[src/bcp_pkg.sv]
package bcp_pkg;

  // clock
  localparam int CLK_PERIOD_NS = 10;

  // tach pulse width and pwm oscillator period, in ns
  localparam int TACH_PULSE_NS = 113000;
  localparam int OSC_PERIOD_NS = 67500;

  // cycle counts (tach: minimum time, rounded up; osc: rounded down)
  localparam int TACH_PULSE_CYC = (TACH_PULSE_NS + CLK_PERIOD_NS - 1) / CLK_PERIOD_NS;
  localparam int OSC_PERIOD_CYC = OSC_PERIOD_NS / CLK_PERIOD_NS;

  // register byte addresses
  localparam logic [4:0] REG_CTRL_ADDR = 5'h00;
  localparam logic [4:0] REG_STATUS_ADDR = 5'h04;
  localparam logic [4:0] REG_IRQ_STAT_ADDR = 5'h08;
  localparam logic [4:0] REG_IRQ_MASK_ADDR = 5'h0C;

  // control fields
  localparam int CTRL_SW_COAST_BIT = 0;
  localparam logic [31:0] CTRL_RESET = 32'h0000_0000;

  // status fields
  localparam int ST_HALL_LSB = 0;
  localparam int ST_DIR_LATCH_BIT = 3;
  localparam int ST_SHIFT_LSB = 4;
  localparam int ST_SOFTSTART_BIT = 6;
  localparam int ST_TACH_BIT = 7;
  localparam int ST_PWM_LATCH_BIT = 8;
  localparam int ST_INHIBIT_BIT = 9;
  localparam int ST_BRAKE_BIT = 10;

  // interrupt events
  localparam int IRQ_W = 6;
  localparam int IRQ_OVERCURRENT = 0;
  localparam int IRQ_UNDERVOLT = 1;
  localparam int IRQ_COAST = 2;
  localparam int IRQ_BRAKE = 3;
  localparam int IRQ_TACH = 4;
  localparam int IRQ_PEAK_LIMIT = 5;
  localparam logic [IRQ_W-1:0] IRQ_MASK_RESET = 6'h00;

  typedef enum logic [1:0] {
    BCP_HIZ,
    BCP_SOURCE,
    BCP_SINK
  } bcp_phase_t;

  // comparator and threshold outputs from the analog front end
  typedef struct packed {
    logic brake_low;
    logic coast_high;
    logic supply_low;
    logic over_current;
    logic ss_cap_low;
    logic speed_high;
    logic peak_current;
    logic pwm_comp_trip;
  } bcp_sense_t;

  // gate drive of one phase
  typedef struct packed {
    logic hi_on;
    logic lo_on;
  } bcp_gate_t;

endpackage

[src/bcp_commutate.sv]
`timescale 1ns/1ps
module bcp_commutate (
  // position and direction
  input wire logic [2:0] hall,
  input wire logic dir,
  // per-phase state a, b, c
  output bcp_pkg::bcp_phase_t ph_a,
  output bcp_pkg::bcp_phase_t ph_b,
  output bcp_pkg::bcp_phase_t ph_c
);

  function automatic bcp_pkg::bcp_phase_t flip(input bcp_pkg::bcp_phase_t p, input logic d);
    if (d || p == bcp_pkg::BCP_HIZ) begin
      flip = p;
    end else if (p == bcp_pkg::BCP_SOURCE) begin
      flip = bcp_pkg::BCP_SINK;
    end else begin
      flip = bcp_pkg::BCP_SOURCE;
    end
  endfunction

  bcp_pkg::bcp_phase_t a_fwd;
  bcp_pkg::bcp_phase_t b_fwd;
  bcp_pkg::bcp_phase_t c_fwd;

  // six-step decode
  always_comb begin
    a_fwd = bcp_pkg::BCP_HIZ;
    b_fwd = bcp_pkg::BCP_HIZ;
    c_fwd = bcp_pkg::BCP_HIZ;
    case (hall)
      3'h1: begin
        b_fwd = bcp_pkg::BCP_SINK;
        c_fwd = bcp_pkg::BCP_SOURCE;
      end
      3'h3: begin
        a_fwd = bcp_pkg::BCP_SINK;
        c_fwd = bcp_pkg::BCP_SOURCE;
      end
      3'h2: begin
        a_fwd = bcp_pkg::BCP_SINK;
        b_fwd = bcp_pkg::BCP_SOURCE;
      end
      3'h6: begin
        b_fwd = bcp_pkg::BCP_SOURCE;
        c_fwd = bcp_pkg::BCP_SINK;
      end
      3'h4: begin
        a_fwd = bcp_pkg::BCP_SOURCE;
        c_fwd = bcp_pkg::BCP_SINK;
      end
      3'h5: begin
        a_fwd = bcp_pkg::BCP_SOURCE;
        b_fwd = bcp_pkg::BCP_SINK;
      end
      // illegal codes 000 and 111 stay all high impedance
      default: begin
        a_fwd = bcp_pkg::BCP_HIZ;
      end
    endcase
  end

  // reverse direction swaps source and sink
  assign ph_a = flip(a_fwd, dir);
  assign ph_b = flip(b_fwd, dir);
  assign ph_c = flip(c_fwd, dir);

endmodule // bcp_commutate

[src/bcp_top.sv]
// Summary of operation
// brake: high sides off, low sides on
// coast input puts all phases Hi-Z
// undervoltage or overcurrent sets soft-start latch
// latch clears when capacitor low, no fault
// direction latch transparent only at low speed
// direction passes 2-bit oscillator-clocked shift register
// direction mismatch forces all phases Hi-Z
// pull-up and pull-down never both on
// peak current ends chopping this cycle
// phases source or sink per commutation decode
// chop select: low sides or all six
// hall change: fixed tach pulse, hall frozen
// pwm comparator clears pwm latch
// overcurrent disables outputs until removed
// six-step decode, illegal hall codes Hi-Z
// inhibits win over brake and commutation
//
// Our own choices: the Avalon-MM register port and the address map.
`timescale 1ns/1ps
module bcp_top #(
  parameter int TACH_CYC = bcp_pkg::TACH_PULSE_CYC,
  parameter int OSC_CYC = bcp_pkg::OSC_PERIOD_CYC
) (
  // clock and reset
  input wire logic mclk,
  input wire logic reset,
  // avalon-mm slave
  input wire logic [4:0] avs_address,
  input wire logic avs_read,
  input wire logic avs_write,
  input wire logic [31:0] avs_writedata,
  output logic [31:0] avs_readdata,
  output logic avs_waitrequest,
  // motor inputs
  input wire logic hall_sense_a,
  input wire logic hall_sense_b,
  input wire logic hall_sense_c,
  input wire logic dir_in,
  input wire logic chop_mode_sel,
  input wire bcp_pkg::bcp_sense_t sense,
  // phase drives and status pins
  output bcp_pkg::bcp_gate_t gate_a,
  output bcp_pkg::bcp_gate_t gate_b,
  output bcp_pkg::bcp_gate_t gate_c,
  output logic tach_out,
  output logic ss_discharge,
  output logic irq
);

  localparam int OSC_W = $clog2(OSC_CYC + 1);
  localparam int TACH_W = $clog2(TACH_CYC + 1);

  function automatic bcp_pkg::bcp_gate_t gate_of(input bcp_pkg::bcp_phase_t p, input logic pwm_on,
                                                 input logic full_chop);
    gate_of.hi_on = (p == bcp_pkg::BCP_SOURCE) && (pwm_on || !full_chop);
    gate_of.lo_on = (p == bcp_pkg::BCP_SINK) && pwm_on;
  endfunction

  // register write strobe, shared by the writable registers
  function automatic logic wr_hit(input logic take, input logic [4:0] addr, input logic [4:0] reg_addr);
    wr_hit = take && (addr == reg_addr);
  endfunction

  logic [OSC_W-1:0] osc_cnt_r;
  logic osc_tick;
  logic [2:0] hall_in;
  logic [2:0] hall_lat_r;
  logic [TACH_W-1:0] tach_cnt_r;
  logic tach_active;
  logic hall_change;
  logic ss_latch_r;
  logic dir_lat_r;
  logic [1:0] dir_sh_r;
  logic dir_mismatch;
  logic pwm_lat_r;
  logic sw_coast_r;
  logic inhibit;
  logic [bcp_pkg::IRQ_W-1:0] irq_stat_r;
  logic [bcp_pkg::IRQ_W-1:0] irq_mask_r;
  logic [bcp_pkg::IRQ_W-1:0] ev_level;
  logic [bcp_pkg::IRQ_W-1:0] ev_prev_r;
  logic [bcp_pkg::IRQ_W-1:0] ev_pulse;
  logic ack_r;
  logic bus_take;
  logic [31:0] status_word;
  bcp_pkg::bcp_phase_t ph_a;
  bcp_pkg::bcp_phase_t ph_b;
  bcp_pkg::bcp_phase_t ph_c;

  // pwm oscillator as a one-cycle enable
  always_ff @(posedge mclk) begin
    if (reset || osc_tick) begin
      osc_cnt_r <= '0;
    end else begin
      osc_cnt_r <= osc_cnt_r + OSC_W'(1);
    end
  end
  assign osc_tick = (osc_cnt_r == OSC_W'(OSC_CYC - 1));

  // tach pulse and hall freeze
  assign hall_in = {hall_sense_a, hall_sense_b, hall_sense_c};
  assign tach_active = (tach_cnt_r != '0);
  assign hall_change = !tach_active && (hall_in != hall_lat_r);

  always_ff @(posedge mclk) begin
    if (reset) begin
      hall_lat_r <= 3'h0;
    end else if (hall_change) begin
      hall_lat_r <= hall_in;
    end
  end

  always_ff @(posedge mclk) begin
    if (reset) begin
      tach_cnt_r <= '0;
    end else if (hall_change) begin
      tach_cnt_r <= TACH_W'(TACH_CYC);
    end else if (tach_active) begin
      tach_cnt_r <= tach_cnt_r - TACH_W'(1);
    end
  end

  // set on undervoltage or overcurrent; set wins
  // clear only with capacitor low and no fault
  // reset sets it, so every start passes through a discharge
  always_ff @(posedge mclk) begin
    if (reset) begin
      ss_latch_r <= 1'b1;
    end else if (sense.supply_low || sense.over_current) begin
      ss_latch_r <= 1'b1;
    end else if (sense.ss_cap_low) begin
      ss_latch_r <= 1'b0;
    end
  end

  // direction latch gated by speed
  always_ff @(posedge mclk) begin
    if (reset) begin
      dir_lat_r <= 1'b0;
    end else if (!sense.speed_high) begin
      dir_lat_r <= dir_in;
    end
  end

  // shift register on oscillator ticks
  always_ff @(posedge mclk) begin
    if (reset) begin
      dir_sh_r <= 2'h0;
    end else if (osc_tick) begin
      dir_sh_r <= {dir_sh_r[0], dir_lat_r};
    end
  end

  // mismatch across latch or shift stages
  // a reversal refused at speed keeps the phases off
  assign dir_mismatch = (dir_in != dir_lat_r) || (dir_lat_r != dir_sh_r[0]) || (dir_sh_r[0] != dir_sh_r[1]);

  // comparator clears, oscillator sets
  // peak current ends chopping for the cycle
  always_ff @(posedge mclk) begin
    if (reset) begin
      pwm_lat_r <= 1'b0;
    end else if (sense.pwm_comp_trip || sense.peak_current) begin
      pwm_lat_r <= 1'b0;
    end else if (osc_tick) begin
      pwm_lat_r <= 1'b1;
    end
  end

  bcp_commutate u_commutate (
    .hall(hall_lat_r),
    .dir(dir_sh_r[1]),
    .ph_a(ph_a),
    .ph_b(ph_b),
    .ph_c(ph_c)
  );

  // coast, R14 live overcurrent, R7 mismatch
  assign inhibit = sense.coast_high || sw_coast_r || ss_latch_r || sense.over_current || dir_mismatch;

  // inhibit first, then brake, then commutation
  always_ff @(posedge mclk) begin
    if (reset || inhibit) begin
      gate_a <= '0;
      gate_b <= '0;
      gate_c <= '0;
    end else if (sense.brake_low) begin
      // brake, R11 chop select ignored here
      gate_a <= 2'h1;
      gate_b <= 2'h1;
      gate_c <= 2'h1;
    end else begin
      // drive per decoded phase
      gate_a <= gate_of(ph_a, pwm_lat_r, chop_mode_sel);
      gate_b <= gate_of(ph_b, pwm_lat_r, chop_mode_sel);
      gate_c <= gate_of(ph_c, pwm_lat_r, chop_mode_sel);
    end
  end

  // tach_out high for TACH_CYC cycles from acceptance
  always_ff @(posedge mclk) begin
    if (reset) begin
      tach_out <= 1'b0;
      ss_discharge <= 1'b1;
    end else begin
      tach_out <= hall_change || (tach_cnt_r > TACH_W'(1));
      ss_discharge <= ss_latch_r;
    end
  end

  // interrupt events on rising edges
  always_comb begin
    ev_level = '0;
    ev_level[bcp_pkg::IRQ_OVERCURRENT] = sense.over_current;
    ev_level[bcp_pkg::IRQ_UNDERVOLT] = sense.supply_low;
    ev_level[bcp_pkg::IRQ_COAST] = sense.coast_high;
    ev_level[bcp_pkg::IRQ_BRAKE] = sense.brake_low;
    ev_level[bcp_pkg::IRQ_TACH] = hall_change;
    ev_level[bcp_pkg::IRQ_PEAK_LIMIT] = sense.peak_current;
  end

  always_ff @(posedge mclk) begin
    if (reset) begin
      ev_prev_r <= '0;
    end else begin
      ev_prev_r <= ev_level;
    end
  end
  assign ev_pulse = ev_level & ~ev_prev_r;

  // avalon slave: one wait cycle per access
  assign bus_take = (avs_read || avs_write) && !ack_r;
  assign avs_waitrequest = (avs_read || avs_write) && !ack_r;

  // ack_r marks the second cycle of a request
  always_ff @(posedge mclk) begin
    if (reset) begin
      ack_r <= 1'b0;
    end else begin
      ack_r <= bus_take;
    end
  end

  always_ff @(posedge mclk) begin
    if (reset) begin
      sw_coast_r <= bcp_pkg::CTRL_RESET[bcp_pkg::CTRL_SW_COAST_BIT];
    end else if (wr_hit(ack_r && avs_write, avs_address, bcp_pkg::REG_CTRL_ADDR)) begin
      sw_coast_r <= avs_writedata[bcp_pkg::CTRL_SW_COAST_BIT];
    end
  end

  always_ff @(posedge mclk) begin
    if (reset) begin
      irq_mask_r <= bcp_pkg::IRQ_MASK_RESET;
    end else if (wr_hit(ack_r && avs_write, avs_address, bcp_pkg::REG_IRQ_MASK_ADDR)) begin
      irq_mask_r <= avs_writedata[bcp_pkg::IRQ_W-1:0];
    end
  end

  // write one to clear; a new event wins over the clear
  always_ff @(posedge mclk) begin
    if (reset) begin
      irq_stat_r <= '0;
    end else if (wr_hit(ack_r && avs_write, avs_address, bcp_pkg::REG_IRQ_STAT_ADDR)) begin
      irq_stat_r <= (irq_stat_r & ~avs_writedata[bcp_pkg::IRQ_W-1:0]) | ev_pulse;
    end else begin
      irq_stat_r <= irq_stat_r | ev_pulse;
    end
  end

  // level interrupt, one cycle behind the status bits
  always_ff @(posedge mclk) begin
    if (reset) begin
      irq <= 1'b0;
    end else begin
      irq <= |(irq_stat_r & irq_mask_r);
    end
  end

  // read-only status snapshot
  always_comb begin
    status_word = '0;
    status_word[bcp_pkg::ST_HALL_LSB +: 3] = hall_lat_r;
    status_word[bcp_pkg::ST_DIR_LATCH_BIT] = dir_lat_r;
    status_word[bcp_pkg::ST_SHIFT_LSB +: 2] = dir_sh_r;
    status_word[bcp_pkg::ST_SOFTSTART_BIT] = ss_latch_r;
    status_word[bcp_pkg::ST_TACH_BIT] = tach_active;
    status_word[bcp_pkg::ST_PWM_LATCH_BIT] = pwm_lat_r;
    status_word[bcp_pkg::ST_INHIBIT_BIT] = inhibit;
    status_word[bcp_pkg::ST_BRAKE_BIT] = sense.brake_low;
  end

  // read data is loaded in the cycle the request is taken
  always_ff @(posedge mclk) begin
    if (reset) begin
      avs_readdata <= '0;
    end else if (bus_take && avs_read) begin
      case (avs_address)
        bcp_pkg::REG_CTRL_ADDR: avs_readdata <= {31'h0, sw_coast_r};
        bcp_pkg::REG_STATUS_ADDR: avs_readdata <= status_word;
        bcp_pkg::REG_IRQ_STAT_ADDR: avs_readdata <= {26'h0, irq_stat_r};
        bcp_pkg::REG_IRQ_MASK_ADDR: avs_readdata <= {26'h0, irq_mask_r};
        default: avs_readdata <= 32'h0000_0000;
      endcase
    end
  end

endmodule // bcp_top

[config.mk]
export PLATFORM = sky130hd
export DESIGN_NAME = bcp_top
export DESIGN_NICKNAME = d
export VERILOG_FILES = /design/src/bcp_pkg.sv /design/src/bcp_commutate.sv /design/src/bcp_top.sv
export SDC_FILE = /design/constraint.sdc
export NUM_CORES = 1
export LEC_CHECK = 0
export ABC_AREA = 0
export BUFFER_PORTS_ARGS = -buffer_cell sky130_fd_sc_hd__buf_4
export CORE_ASPECT_RATIO = 1.4
export CORE_UTILIZATION = 52
export DETAILED_ROUTE_END_ITERATION = 10
export GPL_TIMING_DRIVEN = 0
export PLACE_DENSITY = 0.79
export SETUP_SLACK_MARGIN = 0.5
export SYNTH_ARGS = -nofsm -noshare
export SYNTH_HDL_FRONTEND = slang
export SYNTH_HIERARCHICAL = 1
export SYNTH_SLANG_ARGS = --single-unit
[constraint.sdc]
create_clock -name mclk -period 2.1 [get_ports mclk]
set_clock_uncertainty 0.1 [all_clocks]
set_input_delay 0.21 -clock mclk [delete_from_list [all_inputs] [get_ports mclk]]
set_output_delay 0.21 -clock mclk [all_outputs]
set_load 0.02 [all_outputs]
==> results_dict.tcl, run 1 <==
set metrics [dict create \
    holdPathEnd "irq_mask_r[1]$_SDFFE_PP0P_" \
    synthesis.area_sq_um 3520 \
    dp.final_hpwl_um 6040 \
    synth_edf_count 0 \
    r2r_setup_slack_ps 330 \
    holdWs_ps 18.9 \
    ys_seq_elements 75 \
    fmax_ghz 0.565 \
    htree_levels 3 \
    yosysMostFrequentCell "dfxtp_1" \
    grt.overflow.total 0 \
    synth_cell_types 59 \
    arrival_ps 1900 \
    cp.required_ps 2230 \
    setup_viol 0 \
    cp-end-kind "flop" \
    die_x_um 71.6 \
    dp_slack_ps 208 \
    synth_top_area_cell "dfxtp_1" \
    hold_path.class "primary input to flop" \
    cts.sinks 75 \
    cts_buffers 9 \
    wirelength_um 9170 \
    holdPathStages 3 \
    dieArea_sq_um 7110 \
    cp.depth 5 \
    drc_errors 0 \
    crit_type "flop to flop" \
    synth_area_leaders "dfxtp_1 43%, buf_4 4.7%, nor2_1 4.3%" \
    critPathBufInv 1 \
    synth.top_cells.by_count "75 x dfxtp_1, 40 x nor2_1, 29 x nand2_1" \
    hp-start "avs_writedata[1]" \
    p_leak_uw 0.00197 \
    maxSlewHeadroom 0.589 \
    synth_top_area_frac 0.426 \
    cp-start-kind "flop" \
    grt_usage 0.253 \
    rsz0062_at_grt "true" \
    yosysSeqAreaShare 0.426 \
    cpPeakStageDelay_ps 370 \
    syn_area_per_cell_sq_um 9.17 \
    final_nets 556 \
    fin_crit_ps 1770 \
    p_per_area_nw_per_um2 1130 \
    worst_slew_pin_slew_ps 616 \
    async_flop_share 0 \
    die_h_um 99.4 \
    clkLatencyLatePin_ps 340 \
    ys_warn_count 6 \
    fin_ws_ps 330 \
    final_cells 575 \
    cp_slowest_cell "nor4_4" \
    cts_tree "done" \
    root_buffer "clkbuf_8" \
    peakVddDrop_v 0.00102 \
    r2r-start "tach_cnt_r[4]$_SDFFE_PP0N_" \
    initialDrtViolationCount 164 \
    dp_cells 525 \
    grt_max_degree 14 \
    status "finished, final reports clean" \
    antenna_found_initial 0 \
    port_buffers 47 \
    diodes 0 \
    ioPinCount 96 \
    worstPathCellList "nor4_4 -> nand4_1 -> buf_4 -> and3_1 -> o31a_1" \
    gp_congestion 0.855 \
    r2r-end "tach_cnt_r[5]$_SDFFE_PP0P_" \
    ant_nets 0 \
    routed_via_density 5.64 \
    r2r_cells 5 \
    maxCapViolations 0 \
    path_clk_slew_ps 80 \
    syn_inst 384 \
    firstDrtPassIters 5 \
    drive_above_1_share 0.407 \
    area_growth_pct 39.1 \
    synthFlopType "dfxtp_1" \
    clockBufferDepth 2 \
    grt_pass1_vias 3006 \
    rows 35 \
    cp_max_fo 4 \
    hold_violations 0 \
    start_util 0.536 \
    drv_slew 0 \
    post_drt_wl_per_cell_um 15.9 \
    tns_ps 0 \
    core-area_sq_um 6570 \
    critical_path.top_delay_family "simple AND/OR/NAND/NOR gates" \
    fin_crit_sh 0.843 \
    vias 3242 \
    grt_pass1_wl_um 13800 \
]
tightest hold or removal path, cell delays in order:
cell,delay (ps)
buf_4,90
mux2i_1,60
nor2_1,70
worst max-delay path by stage:
stage                                    start                           end  slack, ps
floorplan             dir_sh_r[1]$_SDFFE_PP0N_          gate_a[1]$_SDFF_PP0_        430
global placement                avs_address[1]  avs_readdata[9]$_SDFFE_PP0P_        210
detailed placement              avs_address[1]  avs_readdata[9]$_SDFFE_PP0P_        210
CTS                   dir_sh_r[1]$_SDFFE_PP0N_          gate_b[1]$_SDFF_PP0_        330
global route        tach_cnt_r[4]$_SDFFE_PP0N_    tach_cnt_r[5]$_SDFFE_PP0P_        260
finish              tach_cnt_r[4]$_SDFFE_PP0N_    tach_cnt_r[5]$_SDFFE_PP0P_        330
cells by family after synthesis:
kind of cell,Yosys count,share of synthesized area
and+or+nand+nor,142,0.220
AOI/OAI and AO/OA,75,0.153
DFF,75,0.426
buffers and inverters,52,0.0824
muxes,20,0.0639
xor gates and xnor gates,13,0.0323
adders and majority gates,6,0.0213
other,1,0.00106
layout by cell type, fill, tap and decap left out, types with 6 or more instances in the layout:
cell | Yosys | layout
dfxtp_4 | 0 | 6
xor2_1 | 6 | 6
inv_1 | 13 | 12
xnor2_1 | 7 | 7
clkbuf_1 | 10 | 7
nor2_2 | 1 | 9
a31oi_1 | 6 | 6
dfxtp_1 | 75 | 52
clkbuf_8 | 0 | 9
nand2_1 | 29 | 24
nor3_1 | 6 | 6
buf_4 | 22 | 89
o21ai_0 | 9 | 9
dfxtp_2 | 0 | 17
buf_6 | 1 | 8
mux2i_1 | 12 | 12
nor2_1 | 40 | 31
nand2b_1 | 6 | 6
nand3_1 | 9 | 8
nor2b_1 | 9 | 9
a22oi_1 | 12 | 12
mux2_2 | 6 | 6
conb_1 | 1 | 21
state kept, by name, summed over array words and instances (netlist names):
name,count
hall_lat_r,3
dir_lat_r,1
gate_a,2
sw_coast_r,1
irq_mask_r,6
gate_b,2
ss_latch_r,1
osc_cnt_r,13
ev_prev_r,6
ack_r,1
irq_stat_r,6
dir_sh_r,2
irq,1
ss_discharge,1
pwm_lat_r,1
avs_readdata,11
tach_out,1
tach_cnt_r,14
gate_c,2
metrics by stage:
step | total power (uW) | area [sq um] | utilization
finish | 5550 | 4900 | 0.746
global route | 5780 | 4900 | 0.746
CTS | 5340 | 4740 | 0.722
detailed placement | 3250 | 4100 | 0.625
global placement | 3200 | 4100 | 0.625
floorplan | 2900 | 3660 | -
area by class of cell:
type	count	area [sq um]
clock buffer	10	128
timing repair buffer	81	667
sequential	75	1550
buffer	38	278
inverter	14	52.6
tap	74	92.6
fill	451	1670
multi-input combinational	277	2000
clock inverter	6	138
where the power goes:
part	internal [uW]	switching (uW)
registers	1630	237
logic	1180	1070
clock network	914	528
total	3720	1830
metal layers:
metal / vias up / part of all wire / GRT usage
met2: 125 / 0.55 / 0.476
li1: 1552 / - / -
met1: 1532 / 0.37 / 0.266
met3: 33 / 0.048 / 0.0527
met4: 0 / 0.033 / 0.110
met5: - / 0 / 0
what timing repair did:
action | in CTS | in global routing
gates cloned | 5 | 0
pin swaps | 18 | 14
buffers inserted | 20 | 5
hold buffers | 4 | 0
endpoints found under the setup margin | 38 | 54
endpoints found under the hold margin | 2 | 0
gates resized for setup | 41 | 44
Power figures use the tool's default switching activity.
==> inputs of run 2 (changes only) <==
--- a/config.mk
+++ b/config.mk
@@ -5,13 +5,13 @@
 export SDC_FILE = /design/constraint.sdc
 export NUM_CORES = 1
 export LEC_CHECK = 0
-export ABC_AREA = 0
+export ABC_AREA = 1
 export BUFFER_PORTS_ARGS = -buffer_cell sky130_fd_sc_hd__buf_4
 export CORE_ASPECT_RATIO = 1.4
-export CORE_UTILIZATION = 52
+export CORE_UTILIZATION = 48
 export DETAILED_ROUTE_END_ITERATION = 10
 export GPL_TIMING_DRIVEN = 0
-export PLACE_DENSITY = 0.79
+export PLACE_DENSITY = 0.76
 export SETUP_SLACK_MARGIN = 0.5
 export SYNTH_ARGS = -nofsm -noshare
 export SYNTH_HDL_FRONTEND = slang
==> constraint.sdc (replaced) <==
create_clock -name mclk -period 1.6 [get_ports mclk]
set_clock_uncertainty 0.1 [all_clocks]
set_input_delay 0.16 -clock mclk [delete_from_list [all_inputs] [get_ports mclk]]
set_output_delay 0.16 -clock mclk [all_outputs]
set_load 0.02 [all_outputs]
==> run 2 against run 1 <==
Compared with the run above:
- die area up 15%
- combinational power up 33%
- global-route usage down 0.59 points
- power up 20%
- wire length up 21%
- fmax up 19%
- highest routed layer unchanged
- cell area up 14%
==> results_dict.tcl, run 2 <==
set metrics [dict create \
    ys_warn_count 6 \
    r2r-start "tach_cnt_r[0]$_SDFFE_PP0N_" \
    grt_usage 0.247 \
    cp-start-kind "flop" \
    vias 3992 \
    synth_cell_types 40 \
    fin_crit_ps 1490 \
    async_flop_share 0 \
    crit_type "flop to flop" \
    hold_path.class "primary input to flop" \
    post_drt_wl_per_cell_um 14.8 \
    maxSlewHeadroom 0.532 \
    use_met1 0.248 \
    yosysMostFrequentCell "nand2_1" \
    clkLatencyLatePin_ps 360 \
    seqCellArea_sq_um 1560 \
    antenna_found_initial 0 \
    setup_viol 0 \
    yosysSeqAreaShare 0.402 \
    cp-end-kind "flop" \
    dp.final_hpwl_um 6710 \
    grt_max_degree 12 \
    cp_slowest_cell "dfxtp_4" \
    final_common_cell "buf_4" \
    htree_levels 3 \
    dieArea_sq_um 8150 \
    grt_pass1_vias 3579 \
    cts_tree "done" \
    peakVddDrop_v 0.000986 \
    synth_area_leaders "dfxtp_1 40%, nand2_1 9.8%, nor2_1 7.1%" \
    critPathLaunch "tach_cnt_r[0]$_SDFFE_PP0N_" \
    firstDrtPassIters 5 \
    fin_ws_ps 112 \
    ioPinCount 96 \
    final_nets 712 \
    syn_area_per_cell_sq_um 7.20 \
    root_buffer "clkbuf_8" \
    start_util 0.501 \
    synth.top_cells.by_count "98 x nand2_1, 75 x dfxtp_1, 71 x nor2_1" \
    rows 37 \
    synth_top_area_cell "dfxtp_1" \
    die_h_um 106 \
    clockBufferDepth 2 \
    port_buffers 48 \
    core-area_sq_um 7450 \
    fmax_ghz 0.672 \
    cts_buffers 9 \
    synth_edf_count 0 \
    tns_ps 0 \
    gr-usage-met3 0.0489 \
    synthFlopType "dfxtp_1" \
    cpPeakStageDelay_ps 360 \
    initialDrtViolationCount 278 \
    grt.overflow.total 0 \
    grtUsageMet2 0.461 \
    cp_max_fo 6 \
    critical_path.top_delay_family "simple AND/OR/NAND/NOR gates" \
    syn_inst 519 \
    diodes 0 \
    largest_register_ffs 14 \
    top_register "tach_cnt_r" \
    gp_congestion 0.887 \
    top_usage_layer "met2" \
    drc_errors 0 \
    p_leak_uw 0.00229 \
    hold_violations 0 \
    synth_top_area_frac 0.402 \
    status "finished, final reports clean" \
    multi_input_area_sq_um 2380 \
    area_growth_pct 50.0 \
    critPathBufInv 2 \
    hp-start "reset" \
    top_regs "tach_cnt_r (14), osc_cnt_r (13), avs_readdata (11)" \
    final_cell_mix "88 x buf_4, 73 x nand2_1, 60 x nor2_1" \
    routed_via_density 5.30 \
    cp.required_ps 1790 \
    worstPathCellList "inv_4 -> ha_4 -> nand3_4 -> nor2_4 -> nand2_4 -> buf_8 -> nand2_2 -> o21ai_2 -> a21oi_2" \
    path_clk_slew_ps 70 \
    die_x_um 76.6 \
    wirelength_um 11100 \
    ant_nets 0 \
    synthesis.area_sq_um 3740 \
    arrival_ps 1680 \
    grt_pass1_wl_um 15700 \
    dp_slack_ps -84.6 \
    drive_above_1_share 0.454 \
    p_per_area_nw_per_um2 1190 \
    nFillCells 517 \
    ys_seq_elements 75 \
    rsz0062_at_grt "true" \
    cts.sinks 75 \
    fin_crit_sh 0.930 \
    maxCapViolations 0 \
    worst_slew_pin_slew_ps 703 \
    drv_slew 0 \
]
## run 2: cell types whose count changed in the layout (fill, tap and decap cells not counted), moves of 15 or more
cell	previous run	this run
nor2_1	31	60
dlygate4sd3_1	4	19
nand2_1	24	73
nand3_1	8	28
inv_1	12	38
nand2_2	5	23
a21oi_2	4	24
## run 2: final cells by class
| class | instances | area share |
|---|---|---|
| Tap cell | 97 | 0.0217 |
| Multi-Input combinational cell | 375 | 0.425 |
| Inverter | 58 | 0.0435 |
| Sequential cell | 75 | 0.278 |
| Timing Repair Buffer | 102 | 0.160 |
| Buffer | 31 | 0.0431 |
| Clock inverter | 3 | 0.00268 |
| Clock buffer | 12 | 0.0259 |
## run 2: logic make-up after synthesis
| family | after synthesis | synth area share |
|---|---|---|
| other | 1 | 0.00100 |
| DFF | 75 | 0.402 |
| AOI/OAI and AO/OA | 74 | 0.106 |
| adders and majority gates | 6 | 0.0201 |
| xor gates and xnor gates | 6 | 0.0141 |
| buffers and inverters | 89 | 0.118 |
| and+or+nand+nor | 268 | 0.340 |
## run 2: power by group
part	switching (uW)	internal (uW)	total, uW
logic	1750	1240	2990
clock network	680	590	1270
registers	261	2130	2390
total	2690	3970	6650
## run 2: worst reg2reg max path: cells and delay by family, from the launching register on
kind / cells / cell delay (ps)
adders and majority gates: 1 / 150
and+or+nand+nor: 4 / 390
buffers and inverters: 2 / 230
DFF: 1 / 360
AOI/OAI and AO/OA: 2 / 190
## run 2: metrics by stage
stage	total power, uW	hold slack [ps]	cells	utilization	area (sq um)
6_report	6650	14.7	753	0.752	5610
5_1_grt	7060	24.8	753	0.752	5610
4_1_cts	6100	-0.0566	737	0.684	5100
3_5_place_dp	4480	269	684	0.589	4390
3_3_place_gp	4410	258	684	0.589	4390
2_1_floorplan	4030	144	539	-	3910
## run 2: metal layers
metal  wire [um]  share of wire
met2        5890           0.53
met4         551          0.050
met1        4150           0.37
met3         524          0.047
met5           0              0
## run 2: final timing paths
kind | endpoint | slack, ps | depth (start not counted)
hold / removal | pwm_lat_r$_SDFFE_PP0N_ | 10 | 4
setup reg to reg | tach_cnt_r[5]$_SDFFE_PP0P_ | 110 | 9
hold reg to reg | irq_stat_r[4]$_SDFF_PP0_ | 300 | 1
setup / recovery | tach_cnt_r[5]$_SDFFE_PP0P_ | 110 | 9
## run 2: repair_timing
action / 4_1_cts / 5_1_grt
setup buffers: 19 / 13
pin swaps: 17 / 40
setup endpoints to repair: 62 / 78
resized for setup: 66 / 121
hold buffers: 19 / 0
endpoints found under the hold margin: 21 / 0
gates cloned: 0 / 3
